===== config.mk =====
export PLATFORM = sky130hd
export DESIGN_NAME = pmce_engine
export DESIGN_NICKNAME = d
export VERILOG_FILES = /design/src/core/pmce_pkg.sv /design/src/core/pmce_avg_acc.sv /design/src/core/pmce_engine.sv
export SDC_FILE = /design/constraint.sdc
export NUM_CORES = 2
export LEC_CHECK = 0
export ABC_AREA = 1
export BUFFER_PORTS_ARGS = -buffer_cell sky130_fd_sc_hd__buf_2
export CORE_UTILIZATION = 30
export DETAILED_ROUTE_END_ITERATION = 10
export MAX_ROUTING_LAYER = met4
export PLACE_DENSITY = 0.42
export SLEW_MARGIN = 40
export SYNTH_ARGS = -nofsm -noshare
export SYNTH_HDL_FRONTEND = slang
export SYNTH_SLANG_ARGS = --single-unit

===== constraint.sdc =====
create_clock -name sys_clk -period 18.5 [get_ports sys_clk]
set_clock_uncertainty 0.2 [all_clocks]
set_input_delay 0.925 -clock sys_clk [delete_from_list [all_inputs] [get_ports sys_clk]]
set_output_delay 0.925 -clock sys_clk [all_outputs]
set_load 0.1 [all_outputs]

===== src/core/pmce_pkg.sv =====
/*
  package of the power monitor calculation engine: input codes, averaging
  codes, widths and fixed scaling constants.
  assumes nothing of its surroundings.
*/
package pmce_pkg;

  // ************************************************************
  // converter inputs
  // ************************************************************
  typedef enum logic [1:0] {
    PMCE_SEL_TEMP  = 2'h0,
    PMCE_SEL_SHUNT = 2'h1,
    PMCE_SEL_RAIL  = 2'h2
  } pmce_sel_t;

  // ************************************************************
  // widths and counts
  // ************************************************************
  localparam int unsigned SMP_W     = 16;
  localparam int unsigned ACC_W     = 26;
  localparam int unsigned PWR_W     = 32;
  localparam int unsigned ENE_W     = 48;
  localparam int unsigned AVG_CODE_W = 3;
  // averaging code n selects 2**n samples, n up to 10
  localparam logic [3:0]  AVG_MAX_LOG2 = 4'ha;
  localparam logic [10:0] CNT_RESET    = 11'h000;

  // ************************************************************
  // current full scale and temperature correction
  // ************************************************************
  // full scale of 39.32 a in 1.2 ma steps is 32767 codes
  localparam logic signed [15:0] CUR_FULL_POS = 16'sh7fff;
  localparam logic signed [15:0] CUR_FULL_NEG = -16'sh7fff;
  // correction gain is 1.0 at the reference temperature, q1.15
  localparam logic signed [17:0] TC_UNITY     = 18'sh08000;
  // slope per temperature code, q.15, plain default
  localparam logic signed [17:0] TC_SLOPE     = -18'sh00002;
  // temperature code of 25 deg c at 125 mdeg per step
  localparam logic signed [15:0] TC_REF_CODE  = 16'sh00c8;

endpackage : pmce_pkg


===== src/core/pmce_avg_acc.sv =====
/*
  one averaging accumulator: sums signed samples and divides by a power of
  two when the run ends.
  assumes clear only matters on a cycle that also adds a sample.
*/
`timescale 1ns/1ps
`default_nettype none
module pmce_avg_acc (
  // clock and reset
  input  wire  logic                          sys_clk,
  input  wire  logic                          rst,
  // control
  input  wire  logic                          clear,
  input  wire  logic                          add,
  input  wire  logic [3:0]                    shift,
  // data
  input  wire  logic signed [pmce_pkg::SMP_W-1:0] sample,
  output var   logic signed [pmce_pkg::SMP_W-1:0] mean
);

  logic signed [pmce_pkg::ACC_W-1:0] sum_q;
  logic signed [pmce_pkg::ACC_W-1:0] next_sum;

  // the running sum including the current sample, so the mean needs no
  // extra cycle after the last sample
  assign next_sum = (clear ? '0 : sum_q)
                  + pmce_pkg::ACC_W'(sample);

  always_ff @(posedge sys_clk) begin
    if (rst) begin
      sum_q <= '0;
    end else if (add) begin
      sum_q <= next_sum;
    end
  end

  always_comb begin
    logic signed [pmce_pkg::ACC_W-1:0] tmp;
    tmp  = next_sum >>> shift;
    mean = tmp[pmce_pkg::SMP_W-1:0];
  end

endmodule // pmce_avg_acc
`default_nettype wire


===== src/core/pmce_engine.sv =====
/*
  measurement and calculation engine: steers the shared converter over
  temperature, shunt and rail, compensates current, averages, and keeps
  power, energy and charge.
  assumes the converter returns one signed sample per request, strobed by
  conv_valid on sys_clk, never before conv_req was given.
*/
//
// Operation
// - one shared converter, inputs selected in turn
// - current and charge come from shunt drop
// - energy from last current and newest rail
// - averaging one gives results straight away
// - each sample adds into its own accumulator
// - after run, averages form power, then outputs
// - energy and charge accumulate every cycle, unaveraged
// - arithmetic runs beside conversions, adds no time
// - temperature correction applied to every current
// - current clipped to converter full scale
// - temperature converted just before each current
// - averaging from one to 1024 samples
// - current, rail, temperature and power outputs hold until complete new result
// - done flag only after whole run
`timescale 1ns/1ps
`default_nettype none
module pmce_engine (
  // clock and reset
  input  wire  logic                          sys_clk,
  input  wire  logic                          rst,
  // control
  input  wire  logic                          run_en,
  input  wire  logic [pmce_pkg::AVG_CODE_W:0] avg_code,
  input  wire  logic                          done_clear,
  // converter
  output var   logic [1:0]                    conv_sel,
  output var   logic                          conv_req,
  input  wire  logic                          conv_valid,
  input  wire  logic signed [pmce_pkg::SMP_W-1:0] conv_data,
  // results
  output var   logic signed [pmce_pkg::SMP_W-1:0] current_q,
  output var   logic signed [pmce_pkg::SMP_W-1:0] rail_q,
  output var   logic signed [pmce_pkg::SMP_W-1:0] temp_q,
  output var   logic signed [pmce_pkg::PWR_W-1:0] power_q,
  output var   logic signed [pmce_pkg::ENE_W-1:0] energy_q,
  output var   logic signed [pmce_pkg::ENE_W-1:0] charge_q,
  output var   logic                          conversion_done_flag
);

  // ************************************************************
  // sequencing
  // ************************************************************
  typedef enum logic [1:0] {
    PMCE_IDLE,
    PMCE_WAIT_TEMP,
    PMCE_WAIT_SHUNT,
    PMCE_WAIT_RAIL
  } pmce_state_t;

  pmce_state_t state_q;
  logic [10:0] cnt_q;
  logic [10:0] cnt_target;
  logic [3:0]  shift;
  logic        first_q;
  logic        last_smp;

  // codes above ten are taken as ten
  assign shift      = (avg_code > pmce_pkg::AVG_MAX_LOG2) ? pmce_pkg::AVG_MAX_LOG2
                                                          : avg_code;
  assign cnt_target = 11'h001 << shift;
  assign last_smp   = (cnt_q + 11'h001) == cnt_target;

  always_ff @(posedge sys_clk) begin
    if (rst) begin
      state_q  <= PMCE_IDLE;
      conv_req <= 1'b0;
      conv_sel <= pmce_pkg::PMCE_SEL_TEMP;
    end else begin
      conv_req <= 1'b0;
      unique case (state_q)
        PMCE_IDLE: begin
          if (run_en) begin
            state_q  <= PMCE_WAIT_TEMP;
            conv_req <= 1'b1;
            conv_sel <= pmce_pkg::PMCE_SEL_TEMP;
          end
        end
        PMCE_WAIT_TEMP: begin
          if (conv_valid) begin
            state_q  <= PMCE_WAIT_SHUNT;
            conv_req <= 1'b1;
            conv_sel <= pmce_pkg::PMCE_SEL_SHUNT;
          end
        end
        PMCE_WAIT_SHUNT: begin
          if (conv_valid) begin
            state_q  <= PMCE_WAIT_RAIL;
            conv_req <= 1'b1;
            conv_sel <= pmce_pkg::PMCE_SEL_RAIL;
          end
        end
        PMCE_WAIT_RAIL: begin
          // with run_en high the next cycle starts at once; arithmetic never holds it back
          if (conv_valid) begin
            state_q  <= run_en ? PMCE_WAIT_TEMP : PMCE_IDLE;
            conv_req <= run_en;
            conv_sel <= pmce_pkg::PMCE_SEL_TEMP;
          end
        end
      endcase
    end
  end

  logic rail_done;
  assign rail_done = (state_q == PMCE_WAIT_RAIL) && conv_valid;

  always_ff @(posedge sys_clk) begin
    if (rst) begin
      cnt_q   <= pmce_pkg::CNT_RESET;
      first_q <= 1'b1;
    end else if (rail_done) begin
      cnt_q   <= last_smp ? pmce_pkg::CNT_RESET : cnt_q + 11'h001;
      first_q <= last_smp;
    end
  end

  // ************************************************************
  // temperature compensation and clipping of current
  // ************************************************************
  logic signed [pmce_pkg::SMP_W-1:0] temp_smp_q;
  logic signed [pmce_pkg::SMP_W-1:0] cur_smp_q;

  always_ff @(posedge sys_clk) begin
    if (rst) begin
      temp_smp_q <= '0;
    end else if (state_q == PMCE_WAIT_TEMP && conv_valid) begin
      temp_smp_q <= conv_data;
    end
  end

  // the gain uses the temperature converted just before this shunt sample
  logic signed [35:0] dt_fix;
  assign dt_fix = 36'(temp_smp_q) - 36'(pmce_pkg::TC_REF_CODE);

  logic signed [35:0] cur_prod2;
  logic signed [pmce_pkg::SMP_W-1:0] cur_corr;
  always_comb begin
    logic signed [35:0] g;
    logic signed [35:0] q;
    g         = 36'(pmce_pkg::TC_UNITY) + dt_fix * 36'(pmce_pkg::TC_SLOPE);
    cur_prod2 = 36'(conv_data) * g;
    q         = cur_prod2 >>> 15;
    if (q > 36'(pmce_pkg::CUR_FULL_POS)) begin
      cur_corr = pmce_pkg::CUR_FULL_POS;
    end else if (q < 36'(pmce_pkg::CUR_FULL_NEG)) begin
      cur_corr = pmce_pkg::CUR_FULL_NEG;
    end else begin
      cur_corr = q[pmce_pkg::SMP_W-1:0];
    end
  end

  // latest compensated current, kept for the power of the next rail sample
  always_ff @(posedge sys_clk) begin
    if (rst) begin
      cur_smp_q <= '0;
    end else if (state_q == PMCE_WAIT_SHUNT && conv_valid) begin
      cur_smp_q <= cur_corr;
    end
  end

  // ************************************************************
  // averaging
  // ************************************************************
  logic signed [pmce_pkg::SMP_W-1:0] cur_mean;
  logic signed [pmce_pkg::SMP_W-1:0] rail_mean;
  logic signed [pmce_pkg::SMP_W-1:0] temp_mean;

  // with a single sample the mean equals the sample itself
  pmce_avg_acc u_acc_cur (
    .sys_clk (sys_clk),
    .rst     (rst),
    .clear   (first_q),
    .add     (rail_done),
    .shift   (shift),
    .sample  (cur_smp_q),
    .mean    (cur_mean)
  );

  pmce_avg_acc u_acc_rail (
    .sys_clk (sys_clk),
    .rst     (rst),
    .clear   (first_q),
    .add     (rail_done),
    .shift   (shift),
    .sample  (conv_data),
    .mean    (rail_mean)
  );

  pmce_avg_acc u_acc_temp (
    .sys_clk (sys_clk),
    .rst     (rst),
    .clear   (first_q),
    .add     (rail_done),
    .shift   (shift),
    .sample  (temp_smp_q),
    .mean    (temp_mean)
  );

  // ************************************************************
  // outputs
  // ************************************************************
  logic signed [pmce_pkg::PWR_W-1:0] inst_power;
  assign inst_power = pmce_pkg::PWR_W'(cur_smp_q) * pmce_pkg::PWR_W'(conv_data);

  always_ff @(posedge sys_clk) begin
    if (rst) begin
      current_q <= '0;
      rail_q    <= '0;
      temp_q    <= '0;
      power_q   <= '0;
    end else if (rail_done && last_smp) begin
      // one edge loads the whole set, so no mixed read is possible
      current_q <= cur_mean;
      rail_q    <= rail_mean;
      temp_q    <= temp_mean;
      power_q   <= pmce_pkg::PWR_W'(cur_mean) * pmce_pkg::PWR_W'(rail_mean);
    end
  end

  // energy and charge on every cycle, independent of averaging
  always_ff @(posedge sys_clk) begin
    if (rst) begin
      energy_q <= '0;
      charge_q <= '0;
    end else if (rail_done) begin
      energy_q <= energy_q + pmce_pkg::ENE_W'(inst_power);
      charge_q <= charge_q + pmce_pkg::ENE_W'(cur_smp_q);
    end
  end

  // set wins over a clear in the same cycle
  always_ff @(posedge sys_clk) begin
    if (rst) begin
      conversion_done_flag <= 1'b0;
    end else if (rail_done && last_smp) begin
      conversion_done_flag <= 1'b1;
    end else if (done_clear) begin
      conversion_done_flag <= 1'b0;
    end
  end

endmodule // pmce_engine
`default_nettype wire


==> reports/qor.yml <==
synth-xor-area-share_pct: 2.85
cts_htree_levels: 2
clockRootBuffer: "clkbuf_16"
die_w_um: 442
synth_compound_area_share_pct: 10.5
cts.path.max_buffers: 3
slew_headroom_pct: 39.7
cp-startpoint: "first_q"
r2r-end: "power_q[30]"
cp-start-kind: "register"
vias: 49882
synth_top_family_by_area: "adder cells"
cts_sinks: 304
syn-instance-count: 7832
synth.area.top_cells: "fa_1 34%, inv_1 12%, dfxtp_1 10%, nand2_1 9.6%, ha_1 9.5%"
start_util_pct: 30.2
reg2reg_from: "first_q"
drt_iter0_drc: 2755
yosys.area.top_type: "fa_1"
ys_warn_count: 0
crit_arrival_ns: 11.03
dp_hpwl_um: 172000
cp_max_fo: 47
reg2regPathDepth: 37
worst_pin_slew_ns: 0.905
drive_gt1_share_pct: 6.41
worstSetupPathType: "reg -> reg"
die_h_um: 442
grt_util_all_layers_pct: 22.7
hold_buffers: 0
totalNegativeSetupSlack_ns: 0
synth_common_cells: "1808 x inv_1, 1481 x nand2_1, 974 x fa_1, 749 x nor2_1, 441 x ha_1"
netlist_area_um2: 58100
crit_family: "adder cells"
yosysSeqAreaShare_pct: 10.5
maxCapViolCount: 0
period_minus_slack_ns: 10.66
via_per_inst: 4.77
rsz0062_at_grt: "no"
portBuffers: 204
routedWlPerCell_um: 20.5
ios: 205
numCtsBuffers: 49
area_delta_synth_final_pct: 9.47
grt_pass1_wl_um: 330000
path_buf_inv: 5
cp_slowest_stage_delay_ns: 0.91
synthSimpleGateAreaFrac_pct: 19.2
endpoint: "power_q[30]"
grt_overflow: 0
drv_slew: 0
gp_congestion: 0.927
fin_nets: 9328
ys_seq_elements: 304
synthMuxAreaShare_pct: 0.155
placed_cells_incl_taps: 10363
worst-r2r-setup-slack_ns: 7.84
clk-insertion-delay-late_ns: 0.71
synth.distinct_cells: 69
cp.depth: 37
max_freq_ghz: 0.0938
core_area_um2: 192000
min_period_over_period_pct: 57.6
dr.pass1.iters: 6
setup_viol: 0
min_path_type: "in -> reg"
synth_adder_area_share_pct: 43.1
die-area_um2: 195000
grt_start_max_net_pins: 101
drc: 0
ys_async_sr_fraction_pct: 0
wirelength_um: 214000
end_kind: "register"
clkTransAtPathRegs_ns: 0.06
required_ns: 18.87
hold_viol_final: 0
synth_edf_count: 0
antenna_found_initial: 9
avgSynthCellArea_um2: 7.42
synthFlopType: "dfxtp_1"
cts_setup_buffers: 0
grt_pass1_vias: 52236
synth_nets: 9272
cpMaxStageDelayCell: "fa_1"
cts_tree: "built"
synth_top_area_share_pct: 33.6
cts_resized: 0
ant_nets: 0
rows: 161
yosysMostFrequentCell: "inv_1"
status: "finished clean"
instances_no_fill: 10460
==> flip-flops by register name, summed over array words and instances (netlist names), 2 cells and up <==
signal            count
cur_smp_q            16
temp_smp_q           16
u_acc_rail.sum_q     26
conv_sel              2
rail_q               16
charge_q             48
current_q            16
temp_q               16
power_q              32
u_acc_temp.sum_q     26
u_acc_cur.sum_q      26
state_q               2
cnt_q                11
energy_q             48
==> kinds of logic after synthesis <==
logic type,after synthesis
adders and majority gates,1415
buffers and inverters,2113
muxes,9
AOI/OAI and AO/OA,1090
DFF,304
xor gates and xnor gates,188
and+or+nand+nor,2713
==> metal layers <==
layer  global-route usage [%]  vias to the layer above  share of wire, %
met1                     28.4                    24730                44
met3                     2.92                      230               4.5
met5                        -                        -                 0
li1                         -                    23900                 -
met4                     7.33                        0               3.5
met2                     37.9                     1022                48
==> through the flow <==
stage / util [%] / setup slack (ns) / area [um^2] / hold slack [ns]
floorplan: - / 9.85 / 58100 / 0.230
global placement: 32.1 / 7.45 / 61800 / 0.235
detailed placement: 32.1 / 7.47 / 61800 / 0.235
CTS: 33.0 / 7.81 / 63600 / 0.180
global route: 33.1 / 6.83 / 63600 / 0.211
finish: 33.1 / 7.84 / 63600 / 0.234
==> worst min path at each step <==
stage | from | end | slack, ns | cells after the start
floorplan | u_acc_cur.sum_q[0] | u_acc_cur.sum_q[0] | 0.23 | 2
global placement | current_q[0] | current_q[0] | 0.24 | 2
detailed placement | current_q[0] | current_q[0] | 0.24 | 2
CTS | done_clear | conversion_done_flag | 0.18 | 2
global route | done_clear | conversion_done_flag | 0.21 | 2
finish | done_clear | conversion_done_flag | 0.23 | 2
==> cell type report <==
| cell class | count | area [um^2] |
|---|---|---|
| repair buffers | 283 | 1650 |
| flip-flops and latches | 304 | 6090 |
| well taps | 2526 | 3160 |
| inverters | 1835 | 6900 |
| multi-input cells | 5415 | 44000 |
| diodes | 8 | 20.0 |
| clock inverters | 24 | 340 |
| clock buffers | 65 | 1390 |
| fillers | 20737 | 129000 |
==> layout by cell type, fill, tap and decap left out, types with 110 or more instances in the layout <==
master      n
a21oi_1   415
buf_2     203
dfxtp_1   301
fa_1      973
ha_1      441
inv_1    1805
nand2_1  1479
nand3_1   291
nor2_1    748
o21ai_0   396
xor2_1    110
Power is not shown: default switching activity piles up to over one toggle a cycle in this logic, so the estimate is an artifact.
